--- src/design/mrc_regs.vh ---
// Register indices, field positions, reset values and timing for the bank
`ifndef MRC_REGS_VH
`define MRC_REGS_VH

// Register indices; byte address is four times the index
`define MRC_IDX_PHC_APP_CNT  8'h45
`define MRC_IDX_TOT_APP_CNT  8'h46
`define MRC_IDX_PFA          8'h47
`define MRC_IDX_PFB          8'h48
`define MRC_IDX_PFC          8'h49
`define MRC_IDX_PFT          8'h4A
`define MRC_IDX_LC_ACT       8'h4B
`define MRC_IDX_LC_REACT     8'h4C
`define MRC_IDX_SIGNS        8'h4D
`define MRC_IDX_V_AB         8'h4E
`define MRC_IDX_V_BC         8'h4F
`define MRC_IDX_V_AC         8'h50
`define MRC_IDX_VI_A         8'h51
`define MRC_IDX_VI_B         8'h52
`define MRC_IDX_VI_C         8'h53
`define MRC_IDX_IFLAG1       8'h54
`define MRC_IDX_IFLAG2       8'h55
`define MRC_IDX_IFLAG3       8'h56
`define MRC_IDX_ISUM         8'h57
`define MRC_IDX_ISUM_RMS     8'h58
`define MRC_IDX_ISUM_QRMS    8'h59
`define MRC_IDX_VARA         8'h5A
`define MRC_IDX_VARB         8'h5B
`define MRC_IDX_VARC         8'h5C
`define MRC_IDX_VART         8'h5D
`define MRC_IDX_TEMP         8'h5E
`define MRC_IDX_CUR_GAIN     8'h60
`define MRC_IDX_VOLT_GAIN    8'h61
`define MRC_IDX_LOW_PT       8'h62
`define MRC_IDX_HIGH_PT      8'h63
`define MRC_IDX_IA_DLY       8'h64
`define MRC_IDX_RMS_FLOOR    8'h70
`define MRC_IDX_EVT_STAT     8'h71
`define MRC_IDX_EVT_MASK     8'h72

// Reset values
`define MRC_RST_CUR_GAIN     24'h00_0000
`define MRC_RST_VOLT_GAIN    20'h0_0000
`define MRC_RST_LOW_PT       24'h01_0000
`define MRC_RST_HIGH_PT      24'h20_0000
`define MRC_RST_IA_DLY       24'h00_0000
`define MRC_RST_RMS_FLOOR    24'h00_0000
`define MRC_RST_EVT          3'h0

// Event bit positions
`define MRC_EVT_SEG_CHANGE   0
`define MRC_EVT_DLY_DONE     1
`define MRC_EVT_OVERRUN      2

// Gain field low bit positions
`define MRC_GAIN_IC_LSB      8
`define MRC_GAIN_IB_LSB      12
`define MRC_GAIN_IA_LSB      16
`define MRC_GAIN_IN_LSB      20
`define MRC_GAIN_VA_LSB      8
`define MRC_GAIN_VB_LSB      12
`define MRC_GAIN_VC_LSB      16

// Segment codes
`define MRC_SEG_NONE         2'h0
`define MRC_SEG_LOW          2'h1
`define MRC_SEG_MID          2'h2
`define MRC_SEG_HIGH         2'h3

// Timing: delay step and clock period in ns
`define MRC_STEP_NS          250
`define MRC_CLK_NS           40

`endif

--- src/design/mrc_phase_delay.v ---
// Segmented phase-delay correction for the phase-A current channel
`include "mrc_regs.vh"

module mrc_phase_delay (
  input  wire        pclk,
  input  wire        presetn,
  input  wire [23:0] delay_cal,
  input  wire [23:0] rms_floor,
  input  wire [23:0] first_segment_point,
  input  wire [23:0] second_segment_point,
  input  wire [23:0] rms_value,
  input  wire        rms_valid,
  input  wire [23:0] sample_in,
  input  wire        sample_valid,
  output reg  [23:0] sample_out,
  output reg         sample_out_valid,
  output reg  [1:0]  segment,
  output reg         seg_change,
  output reg         overrun
);

  // Step rounded up to whole cycles: 7 cycles, 280 ns at 25 MHz
  localparam integer STEP_INT =
    (`MRC_STEP_NS + `MRC_CLK_NS - 1) / `MRC_CLK_NS;
  localparam [2:0]   STEP_CYC = STEP_INT[2:0];

  reg  [1:0]  seg_next;     // Segment picked from fresh RMS
  reg  [7:0]  code;         // Correction byte of active segment
  wire [9:0]  dly_cycles;   // Requested delay in clock cycles
  reg  [9:0]  cnt_reg;      // Remaining delay
  reg         pend_reg;     // Sample waiting in the delay
  reg  [23:0] hold_reg;     // Captured sample

  // Pick segment from the RMS result being delivered
  always @* begin
    if (rms_value <= rms_floor)
      seg_next = `MRC_SEG_NONE;
    else if (rms_value < first_segment_point)
      seg_next = `MRC_SEG_LOW;
    else if (rms_value < second_segment_point)
      seg_next = `MRC_SEG_MID;
    else
      seg_next = `MRC_SEG_HIGH;
  end

  // Correction byte of the active segment, zero when disabled
  always @* begin
    case (segment)
      `MRC_SEG_LOW:  code = delay_cal[7]  ? delay_cal[7:0]   : 8'h00;
      `MRC_SEG_MID:  code = delay_cal[15] ? delay_cal[15:8]  : 8'h00;
      `MRC_SEG_HIGH: code = delay_cal[23] ? delay_cal[23:16] : 8'h00;
      default:       code = 8'h00;
    endcase
  end

  // Bit 7 is the enable, seven bits of magnitude remain
  assign dly_cycles = code[6:0] * STEP_CYC;

  // Segment moves only when a new RMS value arrives
  always @(posedge pclk or negedge presetn) begin
    if (!presetn) begin
      segment    <= `MRC_SEG_NONE;
      seg_change <= 1'b0;
    end else begin
      seg_change <= 1'b0;
      if (rms_valid) begin
        segment    <= seg_next;
        seg_change <= (seg_next != segment);
      end
    end
  end

  // Single-sample delay; a new sample while one waits replaces it
  // Limitation: samples must be spaced beyond the largest delay
  always @(posedge pclk or negedge presetn) begin
    if (!presetn) begin
      cnt_reg          <= 10'h000;
      pend_reg         <= 1'b0;
      hold_reg         <= 24'h00_0000;
      sample_out       <= 24'h00_0000;
      sample_out_valid <= 1'b0;
      overrun          <= 1'b0;
    end else begin
      sample_out_valid <= 1'b0;
      overrun          <= 1'b0;
      if (sample_valid) begin
        overrun <= pend_reg;
        if (dly_cycles == 10'h000) begin
          sample_out       <= sample_in;
          sample_out_valid <= 1'b1;
          pend_reg         <= 1'b0;
        end else begin
          hold_reg <= sample_in;
          cnt_reg  <= dly_cycles - 10'h001;
          pend_reg <= 1'b1;
        end
      end else if (pend_reg) begin
        if (cnt_reg == 10'h000) begin
          sample_out       <= hold_reg;
          sample_out_valid <= 1'b1;
          pend_reg         <= 1'b0;
        end else begin
          cnt_reg <= cnt_reg - 10'h001;
        end
      end
    end
  end

endmodule // mrc_phase_delay

--- src/design/mrc_regs_top.v ---
// APB register bank for metering readout and phase calibration
`include "mrc_regs.vh"

// How it works
// - Low segment uses bits 7:0, bit 7 enables
// - Middle segment uses bits 15:8, bit 15 enables
// - Each step adds 7 cycles, 280 ns, of delay
// - High segment uses bits 23:16, bit 23 enables
// - Current gain fields at 11:8 through 23:20
// - Voltage gain register 20 bits, three fields
// - Three 16-bit voltage pair intervals readable
// - Three 16-bit voltage-current intervals readable
// - Three 24-bit interrupt flag words readable
// - Current sum, RMS, quick RMS readable
// - Die temperature readable as 10 bits
// - Line cycle active, reactive energy readable
// - Apparent pulse counts for C, total
// - Full-wave reactive power, three phases, total
// - Power factors per phase and total
// - Calibration registers writable, drive measurement path
module mrc_regs_top (
  // Clock and reset
  input  wire        pclk,
  input  wire        presetn,
  // APB slave
  input  wire        psel,
  input  wire        penable,
  input  wire        pwrite,
  input  wire [11:0] paddr,
  input  wire [31:0] pwdata,
  output reg  [31:0] prdata,
  output wire        pready,
  output wire        pslverr,
  // Event interrupt, level
  output wire        irq,

  // Measurement results from the metering engine, same clock
  input  wire [23:0] phase_c_apparent_pulse_count,
  input  wire [23:0] total_apparent_pulse_count,
  input  wire [23:0] phase_a_power_factor,
  input  wire [23:0] phase_b_power_factor,
  input  wire [23:0] phase_c_power_factor,
  input  wire [23:0] total_power_factor,
  input  wire [23:0] line_cycle_active_energy,
  input  wire [23:0] line_cycle_reactive_energy,
  input  wire [23:0] energy_pulse_sign_flags,
  input  wire [15:0] voltage_ab_interval,
  input  wire [15:0] voltage_bc_interval,
  input  wire [15:0] voltage_ac_interval,
  input  wire [15:0] phase_a_vi_interval,
  input  wire [15:0] phase_b_vi_interval,
  input  wire [15:0] phase_c_vi_interval,
  input  wire [23:0] interrupt_flags_first,
  input  wire [23:0] interrupt_flags_second,
  input  wire [23:0] interrupt_flags_third,
  input  wire [23:0] current_sum_waveform,
  input  wire [23:0] current_sum_rms,
  input  wire [23:0] current_sum_quick_rms,
  input  wire [23:0] phase_a_fullwave_reactive,
  input  wire [23:0] phase_b_fullwave_reactive,
  input  wire [23:0] phase_c_fullwave_reactive,
  input  wire [23:0] total_fullwave_reactive,
  input  wire [9:0]  die_temperature,

  // Phase-A current channel path
  input  wire [23:0] ia_rms,
  input  wire        ia_rms_valid,
  input  wire [23:0] ia_sample,
  input  wire        ia_sample_valid,
  output wire [23:0] ia_sample_delayed,
  output wire        ia_delayed_valid,
  output wire [1:0]  ia_segment,

  // Front-end amplifier gain settings
  output wire [3:0]  gain_ic,
  output wire [3:0]  gain_ib,
  output wire [3:0]  gain_ia,
  output wire [3:0]  gain_in,
  output wire [3:0]  gain_va,
  output wire [3:0]  gain_vb,
  output wire [3:0]  gain_vc
);

  // Calibration and control registers
  reg  [23:0] current_amp_gain_reg;           // Current gain fields
  reg  [19:0] voltage_amp_gain_reg;           // Voltage gain fields
  reg  [23:0] low_segment_point_reg;          // First segment point
  reg  [23:0] high_segment_point_reg;         // Second segment point
  reg  [23:0] phase_a_current_delay_cal_reg;  // Segment delay bytes
  // Own word beyond the map
  reg  [23:0] current_rms_floor_reg;          // Lower current limit
  reg  [2:0]  evt_stat_reg;                   // Sticky event flags
  reg  [2:0]  evt_mask_reg;                   // Event enables

  // Bus decode
  wire [7:0]  idx;            // Register index
  wire        aligned;        // Word aligned, within index space
  reg         hit;            // Address maps to a register
  reg         writable;       // Address maps to a writable register
  reg  [31:0] rd_mux;         // Read value of addressed register
  wire        setup_ph;       // APB setup cycle
  wire        access_ph;      // APB access cycle
  wire        wr_en;          // Write takes effect this edge
  reg         err_reg;        // Error captured at setup

  // Event sources from the delay path
  wire        ev_seg;         // Segment changed
  wire        ev_done;        // Delayed sample delivered
  wire        ev_ovr;         // Sample replaced while waiting
  // Bit 2 overrun, 1 done, 0 segment
  wire [2:0]  ev_vec;         // Events in status layout
  wire [2:0]  w1c;            // Bits software clears

  // Upper bits of read words are zero
  // Zero-extend a 24-bit value into a data word
  function [31:0] ext24;
    input [23:0] v;
    begin
      ext24 = {8'h00, v};
    end
  endfunction

  // Zero-extend a 16-bit value into a data word
  // Used by the six timing words
  function [31:0] ext16;
    input [15:0] v;
    begin
      ext16 = {16'h0000, v};
    end
  endfunction

  // Index is the word address
  assign idx       = paddr[9:2];
  assign aligned   = (paddr[1:0] == 2'b00) && (paddr[11:10] == 2'b00);
  assign setup_ph  = psel && !penable;
  assign access_ph = psel && penable;

  // Zero wait states: read data is captured in the setup cycle
  assign pready    = 1'b1;
  assign pslverr   = access_ph && err_reg;
  // Refused writes never land
  assign wr_en     = access_ph && pwrite && !err_reg;

  // Decode shared by read and write
  // Read mux and map decode
  always @* begin
    // Default: mapped, read only, zero
    rd_mux   = 32'h0000_0000;
    hit      = 1'b1;
    writable = 1'b0;
    // Misaligned or out of range
    if (!aligned)
      hit = 1'b0;

    // Pulse counts
    else if (idx == `MRC_IDX_PHC_APP_CNT)
      rd_mux = ext24(phase_c_apparent_pulse_count);
    else if (idx == `MRC_IDX_TOT_APP_CNT)
      rd_mux = ext24(total_apparent_pulse_count);
    // Power factors
    else if (idx == `MRC_IDX_PFA)
      rd_mux = ext24(phase_a_power_factor);
    else if (idx == `MRC_IDX_PFB)
      rd_mux = ext24(phase_b_power_factor);
    else if (idx == `MRC_IDX_PFC)
      rd_mux = ext24(phase_c_power_factor);
    else if (idx == `MRC_IDX_PFT)
      rd_mux = ext24(total_power_factor);
    // Line-cycle energies
    else if (idx == `MRC_IDX_LC_ACT)
      rd_mux = ext24(line_cycle_active_energy);
    else if (idx == `MRC_IDX_LC_REACT)
      rd_mux = ext24(line_cycle_reactive_energy);
    // Pulse sign flags
    else if (idx == `MRC_IDX_SIGNS)
      rd_mux = ext24(energy_pulse_sign_flags);
    // Voltage pair timing
    else if (idx == `MRC_IDX_V_AB)
      rd_mux = ext16(voltage_ab_interval);
    else if (idx == `MRC_IDX_V_BC)
      rd_mux = ext16(voltage_bc_interval);
    else if (idx == `MRC_IDX_V_AC)
      rd_mux = ext16(voltage_ac_interval);
    // Voltage-to-current timing
    else if (idx == `MRC_IDX_VI_A)
      rd_mux = ext16(phase_a_vi_interval);
    else if (idx == `MRC_IDX_VI_B)
      rd_mux = ext16(phase_b_vi_interval);
    else if (idx == `MRC_IDX_VI_C)
      rd_mux = ext16(phase_c_vi_interval);
    // Engine interrupt words
    else if (idx == `MRC_IDX_IFLAG1)
      rd_mux = ext24(interrupt_flags_first);
    else if (idx == `MRC_IDX_IFLAG2)
      rd_mux = ext24(interrupt_flags_second);
    else if (idx == `MRC_IDX_IFLAG3)
      rd_mux = ext24(interrupt_flags_third);
    // Summed current figures
    else if (idx == `MRC_IDX_ISUM)
      rd_mux = ext24(current_sum_waveform);
    else if (idx == `MRC_IDX_ISUM_RMS)
      rd_mux = ext24(current_sum_rms);
    else if (idx == `MRC_IDX_ISUM_QRMS)
      rd_mux = ext24(current_sum_quick_rms);
    // Full-wave reactive powers
    else if (idx == `MRC_IDX_VARA)
      rd_mux = ext24(phase_a_fullwave_reactive);
    else if (idx == `MRC_IDX_VARB)
      rd_mux = ext24(phase_b_fullwave_reactive);
    else if (idx == `MRC_IDX_VARC)
      rd_mux = ext24(phase_c_fullwave_reactive);
    else if (idx == `MRC_IDX_VART)
      rd_mux = ext24(total_fullwave_reactive);
    // Die temperature
    else if (idx == `MRC_IDX_TEMP)
      rd_mux = {22'h00_0000, die_temperature};

    // Calibration words, read back
    else if (idx == `MRC_IDX_CUR_GAIN) begin
      rd_mux   = ext24(current_amp_gain_reg);
      writable = 1'b1;
    end else if (idx == `MRC_IDX_VOLT_GAIN) begin
      rd_mux   = {12'h000, voltage_amp_gain_reg};
      writable = 1'b1;
    end else if (idx == `MRC_IDX_LOW_PT) begin
      rd_mux   = ext24(low_segment_point_reg);
      writable = 1'b1;
    end else if (idx == `MRC_IDX_HIGH_PT) begin
      rd_mux   = ext24(high_segment_point_reg);
      writable = 1'b1;
    end else if (idx == `MRC_IDX_IA_DLY) begin
      rd_mux   = ext24(phase_a_current_delay_cal_reg);
      writable = 1'b1;
      // Own words: floor, status, mask
    end else if (idx == `MRC_IDX_RMS_FLOOR) begin
      rd_mux   = ext24(current_rms_floor_reg);
      writable = 1'b1;
    end else if (idx == `MRC_IDX_EVT_STAT) begin
      rd_mux   = {29'h0000_0000, evt_stat_reg};
      writable = 1'b1;
    end else if (idx == `MRC_IDX_EVT_MASK) begin
      rd_mux   = {29'h0000_0000, evt_mask_reg};
      writable = 1'b1;
    end else
      hit = 1'b0;
  end

  // Capture read data and error in the setup cycle
  // Writes to read-only words are refused with an error too
  // Early latch keeps pready high; the read
  // value is one cycle older than the access
  always @(posedge pclk or negedge presetn) begin
    if (!presetn) begin
      prdata  <= 32'h0000_0000;
      err_reg <= 1'b0;
    end else if (setup_ph) begin
      prdata  <= pwrite ? 32'h0000_0000 : rd_mux;
      err_reg <= !hit || (pwrite && !writable);
    end
  end

  // Calibration writes from the host steer the measurement path
  always @(posedge pclk or negedge presetn) begin
    if (!presetn) begin
      current_amp_gain_reg          <= `MRC_RST_CUR_GAIN;
      voltage_amp_gain_reg          <= `MRC_RST_VOLT_GAIN;
      low_segment_point_reg         <= `MRC_RST_LOW_PT;
      high_segment_point_reg        <= `MRC_RST_HIGH_PT;
      phase_a_current_delay_cal_reg <= `MRC_RST_IA_DLY;
      current_rms_floor_reg         <= `MRC_RST_RMS_FLOOR;
      // Interrupt quiet until unmasked
      evt_mask_reg                  <= `MRC_RST_EVT;
    end else if (wr_en) begin
      // Keep only each word's width
      if (idx == `MRC_IDX_CUR_GAIN)
        current_amp_gain_reg <= pwdata[23:0];
      else if (idx == `MRC_IDX_VOLT_GAIN)
        voltage_amp_gain_reg <= pwdata[19:0];
      // Point order is software's duty
      else if (idx == `MRC_IDX_LOW_PT)
        low_segment_point_reg <= pwdata[23:0];
      else if (idx == `MRC_IDX_HIGH_PT)
        high_segment_point_reg <= pwdata[23:0];
      // New bytes act on the next sample
      else if (idx == `MRC_IDX_IA_DLY)
        phase_a_current_delay_cal_reg <= pwdata[23:0];
      else if (idx == `MRC_IDX_RMS_FLOOR)
        current_rms_floor_reg <= pwdata[23:0];
      // Status clears are handled below
      else if (idx == `MRC_IDX_EVT_MASK)
        evt_mask_reg <= pwdata[2:0];
    end
  end

  // Sticky events; a new event beats a same-cycle clear
  assign ev_vec = {ev_ovr, ev_done, ev_seg};
  assign w1c    = (wr_en && idx == `MRC_IDX_EVT_STAT) ? pwdata[2:0] : 3'h0;

  // Clear by writing one; set wins
  always @(posedge pclk or negedge presetn) begin
    if (!presetn)
      evt_stat_reg <= `MRC_RST_EVT;
    else
      evt_stat_reg <= (evt_stat_reg & ~w1c) | ev_vec;
  end

  // Level interrupt while any unmasked flag is set
  // No edge capture: clear the cause
  assign irq = |(evt_stat_reg & evt_mask_reg);

  // Gain fields taken straight from the registers
  // Writes reach the front end at once
  assign gain_ic = current_amp_gain_reg[`MRC_GAIN_IC_LSB +: 4];
  assign gain_ib = current_amp_gain_reg[`MRC_GAIN_IB_LSB +: 4];
  assign gain_ia = current_amp_gain_reg[`MRC_GAIN_IA_LSB +: 4];
  assign gain_in = current_amp_gain_reg[`MRC_GAIN_IN_LSB +: 4];
  assign gain_va = voltage_amp_gain_reg[`MRC_GAIN_VA_LSB +: 4];
  assign gain_vb = voltage_amp_gain_reg[`MRC_GAIN_VB_LSB +: 4];
  assign gain_vc = voltage_amp_gain_reg[`MRC_GAIN_VC_LSB +: 4];

  // Phase-A current delay path; relies on increasing points
  // Limits come straight from registers
  mrc_phase_delay u_delay (
    .pclk                 (pclk),
    .presetn              (presetn),
    .delay_cal            (phase_a_current_delay_cal_reg),
    .rms_floor            (current_rms_floor_reg),
    .first_segment_point  (low_segment_point_reg),
    .second_segment_point (high_segment_point_reg),
    .rms_value            (ia_rms),
    .rms_valid            (ia_rms_valid),
    .sample_in            (ia_sample),
    .sample_valid         (ia_sample_valid),
    .sample_out           (ia_sample_delayed),
    .sample_out_valid     (ia_delayed_valid),
    .segment              (ia_segment),
    .seg_change           (ev_seg),
    .overrun              (ev_ovr)
  );

  // Each delivered sample is a done event
  assign ev_done = ia_delayed_valid;

endmodule // mrc_regs_top

--- config.mk ---
export PLATFORM = sky130hd
export DESIGN_NAME = mrc_regs_top
export DESIGN_NICKNAME = d
export VERILOG_FILES = /design/src/design/mrc_phase_delay.v /design/src/design/mrc_regs_top.v
export VERILOG_INCLUDE_DIRS = /design/src /design/src/design
export SDC_FILE = /design/constraint.sdc
export NUM_CORES = 1
export LEC_CHECK = 0
export CORE_AREA = 8 8 289 291
export DETAILED_ROUTE_END_ITERATION = 16
export DIE_AREA = 0 0 297 299
export DONT_BUFFER_PORTS = 1
export GPL_TIMING_DRIVEN = 0
export PLACE_DENSITY = 0.41
export RECOVER_POWER = 50
export SLEW_MARGIN = 20
export SYNTH_ARGS = -nofsm -noshare
export SYNTH_HDL_FRONTEND = slang
export SYNTH_SLANG_ARGS = --single-unit
--- constraint.sdc ---
create_clock -name pclk -period 4.6 [get_ports pclk]
set_input_delay 0.46 -clock pclk [delete_from_list [all_inputs] [get_ports pclk]]
set_output_delay 0.46 -clock pclk [all_outputs]
set_load 0.01 [all_outputs]
# Word level (Yosys, flattened, before mapping)
# Index checks and enable logic that the tools add are counted.
# W data, S select, Z words.
dict set report classes {
  n_lt_le_gt_ge 3
  n_bitwise 11
  n_addsub 2
  eq_ne 41
  mux 124
  mul 1
  n_reduce_logical 30
}
# cell count
set op_table {}
lappend op_table {{$mux W24} 37}
lappend op_table {{$eq A8 B7 Y1 const B} 34}
lappend op_table {{$mux W1} 73}
lappend op_table {{$lt A24 B24 Y1} 2}
lappend op_table {{$mux W10} 4}
lappend op_table {{$mux W32} 1}
lappend op_table {{$le A24 B24 Y1} 1}
lappend op_table {{$mux W7} 3}
lappend op_table {{$pmux W7 S3} 1}
lappend op_table {{$logic_not A10 Y1} 2}
lappend op_table {{$sub A10 B1 Y10 const B} 2}
lappend op_table {{$mul A7 B3 Y10 const B} 1}
lappend op_table {{$mux W3} 3}
lappend op_table {{$reduce_and A3 Y1} 3}
lappend op_table {{$logic_and A1 B1 Y1} 8}
lappend op_table {{$reduce_and A8 Y1} 1}
lappend op_table {{$not A1 Y1} 7}
lappend op_table {{$reduce_and A7 Y1} 1}
lappend op_table {{$and A3 B3 Y3} 2}
lappend op_table {{$reduce_and A6 Y1} 1}
lappend op_table {{$reduce_and A5 Y1} 1}
lappend op_table {{$eq A2 B2 Y1 const B} 2}
lappend op_table {{$logic_not A1 Y1} 4}
lappend op_table {{$logic_not A2 Y1} 2}
lappend op_table {{other kinds (12)} 16}
dict set report word_totals {
  ff_bits 243
  elab_cells 230
  out_inout_bits 90
  in_bits 661
}

# Longest topological paths before layout
# Gate-level depths: netlist of run 1.
dict set report depth {
  word_depth 39
  mapped_depth 17
  ltp_nobuf 16
}

# Hierarchy
# A second synthesis of run 1 with hierarchy kept.
dict set report unflattened {
  cells_unflattened 2230
  hier_area_um2 20011.7
}
# module area_per_inst_um2 cells_per_inst n_inst seq_area_each_um2
set by_module_without_submodules {}
lappend by_module_without_submodules {mrc_regs_top 14540.2 1658 1 4281.6}
lappend by_module_without_submodules {mrc_phase_delay 5471.5 572 1 1601.5}

# Worst setup path before layout of run 1
# OpenSTA, ideal clock, no wires.
dict set report synth_path {
  path_type {register to register}
  startpoint {register u_delay.segment[0]}
  endpoint {register u_delay.sample_out[10]}
  path_stages_with_launch 17
  required_ns 4.472
  t_arrival_ns 4.388
  period_less_slack_ns 4.515
  n_path_buf 2
  path_slack_ns 0.085
  cell_sequence {dfrtp_1 -> and3b_1 -> buf_2 -> a222oi_1 -> inv_1 -> fa_1 -> ha_1 -> inv_1 -> fa_1 -> xor2_1 -> and2_0 -> or4b_1 -> nor4_1 -> nand4_1 -> a2bb2oi_1 -> buf_2 -> mux2_1}
}
dict set report synth_via {
  elab_chain_len 6
}
# element line_no
set synth_rtl {}
lappend synth_rtl {{from (decl)} mrc_phase_delay.v:17} ;# output reg [1:0] segment,
lappend synth_rtl {{from (signal assigned)} mrc_phase_delay.v:62} ;# segment <= `MRC_SEG_NONE;
lappend synth_rtl {{from (signal assigned)} mrc_phase_delay.v:67} ;# segment <= seg_next;
lappend synth_rtl {{$eq A2 B2 Y1 or $eq A2 B1 Y1 (tied branches)} mrc_phase_delay.v:48} ;# case (segment)
lappend synth_rtl {{$pmux W7 S3 *} mrc_phase_delay.v:48}
lappend synth_rtl {{$mul A7 B3 Y10 *} mrc_phase_delay.v:57} ;# assign dly_cycles = code[6:0] * STEP_CYC;
lappend synth_rtl {{$logic_not A10 Y1 *} mrc_phase_delay.v:88} ;# if (dly_cycles == 10'h000) begin
lappend synth_rtl {{$ne A2 B1 Y1 (no source line) *} n/a}
lappend synth_rtl {{$reduce_and A3 Y1 (no source line) *} n/a}
lappend synth_rtl {{to (signal assigned)} mrc_phase_delay.v:89} ;# sample_out <= sample_in;
lappend synth_rtl {{to (signal assigned)} mrc_phase_delay.v:99} ;# sample_out <= hold_reg;
lappend synth_rtl {{to (decl)} mrc_phase_delay.v:15} ;# output reg [23:0] sample_out,
# Every way passes the cells marked *; elsewhere a longest branch is shown, timed or not.
# A chain may end at the register's enable or synchronous reset.

# Worst setup path in the final report of run 1
dict set report layout_path {
  startpoint {register u_delay.segment[0]}
  endpoint {register u_delay.sample_out[7]}
}
# The elaborated chain is that of the path after synthesis.

==> flow_metrics.tcl, run 1 <==
set metrics [dict create \
    status "finished with violations" \
    violations "negative hold slack, negative setup slack" \
    layout_commonest_cell "dfrtp_1" \
    wl_per_cell_um 47.8 \
    first_global_vias 21984 \
    p_comb_frac 0.132 \
    clk_latency_ns 0.61 \
    finalSetupViolations 59 \
    start_util 0.248 \
    yosysTopAreaCell "dfrtp_1" \
    grt_max_degree 236 \
    drc 0 \
    avgSynthCellArea_um2 8.60 \
    rsz0062_at_grt "true" \
    synth_edf_count 0 \
    cts_tree "yes" \
    relSlewSlack 0.138 \
    routed_wl_um 168000 \
    yosysTopAreaCellShare 0.299 \
    rr_endpoint "u_delay.sample_out[7]" \
    powerDensity_nw_per_um2 257 \
    hold_ws_ns -0.415 \
    ys_seq_area_frac 0.302 \
    fin_skew_ns 0.0337 \
    gr-total-overflow 0 \
    r2r_start "u_delay.segment[0]" \
    fill_cells 8551 \
    start_kind "flop" \
    io_pins 751 \
    ant_nets 0 \
    core_area_um2 78600 \
    r2r_cells 14 \
    root_buffer "clkbuf_16" \
    synth_area_leaders "dfrtp_1 (30%), mux2_2 (9.3%), ha_1 (5.2%)" \
    cp_max_fo 8 \
    drt-initial-drc-count 2777 \
    seq_power_share 0.370 \
    firstDrtPassIters 6 \
    finalHoldViolations 235 \
    drv_slew 0 \
    drive_gt1_frac 0.194 \
    die_h_um 299 \
    crit_type "reg -> reg" \
    cts_buffers 35 \
    yosys_warnings 0 \
    finalCritPeriodShare 1.07 \
    grt_pass1_wl_um 217000 \
    maxCapViolCount 0 \
    p_leak_nw 9.85 \
    antenna_found_initial 89 \
    clkPwrFrac 0.498 \
    syn2layout_area_growth_pct 19.6 \
    dieWidth_um 297 \
    setup_slack_ns -0.344 \
    port_buffers 0 \
    period_minus_slack_ns 4.94 \
    syn_area_um2 19500 \
    holdBufCountCts 26 \
    cts.htree.levels 2 \
    cts.sinks 235 \
    final_cell_mix "dfrtp_1 (231), nand2_1 (210), o21ai_0 (186), mux2_2 (158), a21oi_1 (153)" \
    ys_ff_latch 235 \
    synthCells 2268 \
    peakVddDrop_uv 246 \
    internal_power_w 0.00425 \
    track_usage 0.356 \
    swShare 0.293 \
    end_kind "flop" \
    rows 103 \
    crit_arrival_ns 5.40 \
    fmax_ghz 0.202 \
    clk_path_buf_depth 3 \
    synthArstFlopShare 1.00 \
    worst_slew_pin_slew_ns 1.29 \
    vias 22465 \
    ys_types 100 \
    clk_pin_slew_ns 0.06 \
    nets 3118 \
    hold_path.class "in -> async" \
    synth_flop_cell "dfrtp_1" \
    dieArea_um2 88800 \
    viasPerCell 6.39 \
    gp_congestion 1.04 \
    rrSetupSlack_ns -0.34 \
    dpl_worst_slack_ns -1.38 \
    critPathRequiredTime_ns 5.06 \
    p_sw_w 0.00176 \
    hpwl_um 138000 \
]
## how the worst max path moves through the flow
stage | start | to | cells past startpoint | slack, ns
final | u_delay.segment[0] | u_delay.sample_out[7] | 14 | -0.34
after global routing | u_delay.segment[0] | u_delay.sample_out[5] | 15 | -0.44
after CTS | u_delay.segment[0] | u_delay.sample_out[19] | 15 | -0.26
after detailed placement | u_delay.segment[1] | u_delay.sample_out[13] | 17 | -1.38
after global placement | u_delay.segment[1] | u_delay.sample_out[13] | 17 | -1.36
after floorplan | u_delay.segment[0] | u_delay.sample_out[10] | 16 | 0.08
## Yosys cell counts, types with 29 or more instances
cell / instances
a21oi_1: 155
a221oi_1: 45
a22oi_1: 41
buf_2: 50
buf_4: 37
clkbuf_1: 91
dfrtp_1: 233
ha_1: 81
inv_1: 98
mux2_2: 161
mux2i_1: 32
nand2_1: 210
nand3_1: 63
nor2_1: 120
nor3_1: 43
o211ai_1: 29
o21ai_0: 186
o221ai_1: 42
o22ai_1: 57
## worst max-delay path, stage by stage (launching register included)
cell	delay [ns]
dfrtp_2	0.55
and3b_2	0.31
a222oi_1	0.79
inv_1	0.19
fa_1	0.60
inv_2	0.05
fa_2	0.41
xor2_2	0.17
and2_4	0.17
or4b_4	0.46
nor4_4	0.14
nand4_1	0.23
a2bb2oi_4	0.26
clkbuf_16	0.19
mux2_4	0.29
## stage by stage
| stage | util | setup TNS (ns) | power [W] | area [µm²] | instances |
|---|---|---|---|---|---|
| 4_1_cts | 0.292 | -8.19 | 0.00600 | 23000 | 3437 |
| 3_5_place_dp | 0.266 | -73.82 | 0.00293 | 20900 | 3329 |
| 6_report | 0.297 | -11.46 | 0.00601 | 23300 | 3515 |
| 5_1_grt | 0.296 | -15.52 | 0.00614 | 23300 | 3479 |
| 3_3_place_gp | 0.265 | -72.89 | 0.00292 | 20900 | 3325 |
| 2_1_floorplan | - | 0 | 0.00264 | 19500 | 2275 |
## metal layers
layer	track usage	up-vias	part of all wire
met3	0.180	538	0.13
met4	0.252	22	0.083
met2	0.567	1719	0.45
met1	0.364	11277	0.34
met5	0	-	0.00091
li1	-	8909	-
## cells by family (layout without fill, tap and decap cells)
logic type | count (synthesis) | after routing | share of synthesized area
xor+xnor | 11 | 11 | 0.00494
buf+inv | 299 | 417 | 0.0694
fa+ha+maj | 88 | 88 | 0.0591
compound gates | 817 | 817 | 0.287
other cells | 2 | 81 | 0.000385
flops | 235 | 235 | 0.302
mux | 215 | 215 | 0.123
simple gates | 601 | 601 | 0.154
## final cells by class
class,instances,area (µm²),area share
Antenna cell,72,180,0.00772
Buffer,195,1020,0.0436
Clock buffer,46,957,0.0410
Clock inverter,15,263,0.0113
Inverter,99,374,0.0160
Multi-Input combinational cell,1741,12700,0.544
Sequential cell,235,5890,0.252
Tap cell,1050,1310,0.0563
Timing Repair Buffer,62,643,0.0275
## repair_timing
item | 4_1_cts | 5_1_grt
resized for setup | 79 | 35
pin swaps | 21 | 17
hold endpoints to repair | 273 | 235
setup endpoints to repair | 60 | 59
cloned | 6 | 0
setup buffers | 20 | 8
## power groups by stage
stage               combinational, W  sequential [W]  clock, W
detailed placement          0.000685         0.00225         0
finish                      0.000795         0.00222   0.00299
global route                0.000816         0.00223   0.00310
global placement            0.000674         0.00225         0
CTS                         0.000743         0.00222   0.00304
floorplan                   0.000425         0.00222         0
No activity file was read; power rests on OpenSTA's default activity.
==> run 2, diff against run 1 <==
--- a/config.mk
+++ b/config.mk
@@ -6,12 +6,12 @@
 export SDC_FILE = /design/constraint.sdc
 export NUM_CORES = 1
 export LEC_CHECK = 0
-export CORE_AREA = 8 8 289 291
+export CORE_AREA = 8 8 283 285
 export DETAILED_ROUTE_END_ITERATION = 16
-export DIE_AREA = 0 0 297 299
+export DIE_AREA = 0 0 291 293
 export DONT_BUFFER_PORTS = 1
 export GPL_TIMING_DRIVEN = 0
-export PLACE_DENSITY = 0.41
+export PLACE_DENSITY = 0.43
 export RECOVER_POWER = 50
 export SLEW_MARGIN = 20
 export SYNTH_ARGS = -nofsm -noshare
==> run 2 against run 1 <==
  * The run still ends with negative hold slack, negative setup slack left
  * Utilization rose by 0.76 points
  * First-iteration DRC count fell by 2.0%
  * Register-to-register slack improved by 0.24 ns
  * Final area fell by 1.6%
  * Sequential power barely moved
  * Combinational power fell by 3.1%
  * Wire length fell by 2.0%
  * Critical path depth rose by 1
  * Non-clock buffer count fell by 8
  * Global-route usage rose by 0.76 points
  * Largest cell class unchanged
==> flow_metrics.tcl, run 2 (synthesized netlist as in run 1, its figures left out) <==
set metrics [dict create \
    status "finished with violations" \
    violations "negative hold slack, negative setup slack" \
    critPathMaxStageDelay_ns 0.52 \
    port_buffers 0 \
    ant_nets 0 \
    routed_wl_um 165000 \
    final_cell_mix "dfrtp_1 (231), nand2_1 (210), o21ai_0 (184), mux2_2 (160), a21oi_1 (154)" \
    drc 0 \
    antenna_found_initial 86 \
    dieArea_um2 85300 \
    start_kind "flop" \
    crit_arrival_ns 5.15 \
    rows 101 \
    clkPwrFrac 0.501 \
    placed_cell_area_um2 20800 \
    period_minus_slack_ns 4.71 \
    viasPerCell 6.51 \
    finalSetupViolations 43 \
    r2r_start "u_delay.segment[0]" \
    powerDensity_nw_per_um2 260 \
    relSlewSlack 0.120 \
    rrSetupSlack_ns -0.11 \
    wl_per_cell_um 47.9 \
    rr_endpoint "u_delay.sample_out[13]" \
    gr-total-overflow 0 \
    p_leak_nw 9.71 \
    p_comb_frac 0.129 \
    startpoint "u_delay.segment[0]" \
    root_buffer "clkbuf_16" \
    cts_tree "yes" \
    layout_commonest_cell "dfrtp_1" \
    finalCritPeriodShare 1.02 \
    cp_top_family "simple AND/OR/NAND/NOR gates" \
    first_global_vias 21567 \
    wl_met2_um 75100 \
    path_buf_inv 3 \
    clk_pin_slew_ns 0.06 \
    drv_slew 0 \
    r2r_cells 15 \
    slowest_stage "a222oi_1" \
    hold_path.class "in -> async" \
    die_h_um 293 \
    start_util 0.259 \
    finalPower_w 0.00597 \
    seq_power_share 0.370 \
    drive_gt1_frac 0.190 \
    crit_type "reg -> reg" \
    finalHoldViolations 235 \
    clk_path_buf_depth 3 \
    gp_congestion 1.03 \
    critPathRequiredTime_ns 5.04 \
    wl_met1_um 57500 \
    cts.htree.levels 2 \
    setup_slack_ns -0.107 \
    worst_slew_pin_slew_ns 1.32 \
    syn2layout_area_growth_pct 17.8 \
    internal_power_w 0.00423 \
    cp_max_fo 8 \
    crit_chain "and3b_2 -> a222oi_1 -> inv_1 -> fa_1 -> ha_2 -> inv_2 -> fa_2 -> xor2_4 -> and2_4 -> or4b_4 -> nor4_4 -> nand4_1 -> a2bb2oi_4 -> clkbuf_16 -> mux2_4" \
    cts_buffers 35 \
    grt_pass1_wl_um 212000 \
    fill_cells 8100 \
    vias 22388 \
    nets 3110 \
    track_usage 0.364 \
    fmax_ghz 0.212 \
    hpwl_um 134000 \
    io_pins 751 \
    wl_met3_um 18000 \
    top_layer_used "met5" \
    fin_skew_ns 0.0201 \
    holdBufCountCts 24 \
    drt-initial-drc-count 2722 \
    swShare 0.292 \
    rsz0062_at_grt "true" \
    firstDrtPassIters 8 \
    dieWidth_um 291 \
    maxCapViolCount 0 \
    clk_latency_ns 0.58 \
    cts.sinks 235 \
    grt_max_degree 236 \
    end_kind "flop" \
    p_sw_w 0.00175 \
    hold_ws_ns -0.411 \
    core_area_um2 75400 \
    design_area_um2 23000 \
    peakVddDrop_uv 277 \
]
## run 2: changes by cell type in the layout (fill, tap and decap cells not counted), moves of 4 or more
cell,before,now
buf_6,15,10
clkinvlp_4,0,5
nor3_1,34,39
buf_8,5,1
clkbuf_2,2,6
## run 2: repair_timing
action / 4_1_cts / 5_1_grt
setup buffers: 13 / 10
hold endpoints to repair: 274 / 235
setup endpoints to repair: 61 / 59
gates resized for setup: 52 / 27
gates cloned: 2 / 2
pin swaps: 14 / 11
## run 2: routing by layer
metal / GRT usage / vias up
met1: 0.393 / 11308
met4: 0.261 / 22
met3: 0.133 / 480
met5: 0 / -
met2: 0.590 / 1697
li1: - / 8881
## run 2: cell type report
cell class / count / area [µm²] / area share
Buffer: 197 / 1010 / 0.0440
Multi-Input combinational cell: 1741 / 12600 / 0.547
Antenna cell: 72 / 180 / 0.00784
Inverter: 99 / 377 / 0.0164
Clock buffer: 48 / 995 / 0.0433
Clock inverter: 15 / 253 / 0.0110
Sequential cell: 235 / 5890 / 0.256
Tap cell: 978 / 1220 / 0.0532
Timing Repair Buffer: 52 / 474 / 0.0206
## run 2: worst max-delay path by stage
| stage | to | slack, ns | cells past startpoint |
|---|---|---|---|
| finish | u_delay.sample_out[13] | -0.11 | 15 |
| global route | u_delay.sample_out[13] | -0.29 | 16 |
| CTS | u_delay.sample_out[10] | -0.18 | 15 |
| detailed placement | u_delay.sample_out[8] | -1.19 | 17 |
| global placement | u_delay.sample_out[12] | -1.13 | 17 |
| floorplan | u_delay.sample_out[10] | 0.08 | 16 |
## run 2: stage by stage
| step | setup TNS, ns | utilization | hold WS [ns] | setup slack (ns) | instances |
|---|---|---|---|---|---|
| after detailed placement | -63.46 | 0.276 | 0.174 | -1.19 | 3254 |
| final | -3.14 | 0.305 | -0.411 | -0.107 | 3437 |
| after CTS | -4.27 | 0.300 | -0.435 | -0.185 | 3353 |
| after global placement | -61.22 | 0.275 | 0.174 | -1.13 | 3253 |
| after floorplan | 0 | - | 0.164 | 0.0849 | 2275 |
| after global routing | -13.45 | 0.304 | -0.427 | -0.293 | 3413 |
## run 2: power by group through the flow
stage	Clock [W]	Sequential, W	Combinational [W]
finish	0.00299	0.00221	0.000770
global route	0.00312	0.00222	0.000796
CTS	0.00304	0.00221	0.000743
detailed placement	0	0.00225	0.000687
global placement	0	0.00224	0.000675
floorplan	0	0.00222	0.000425
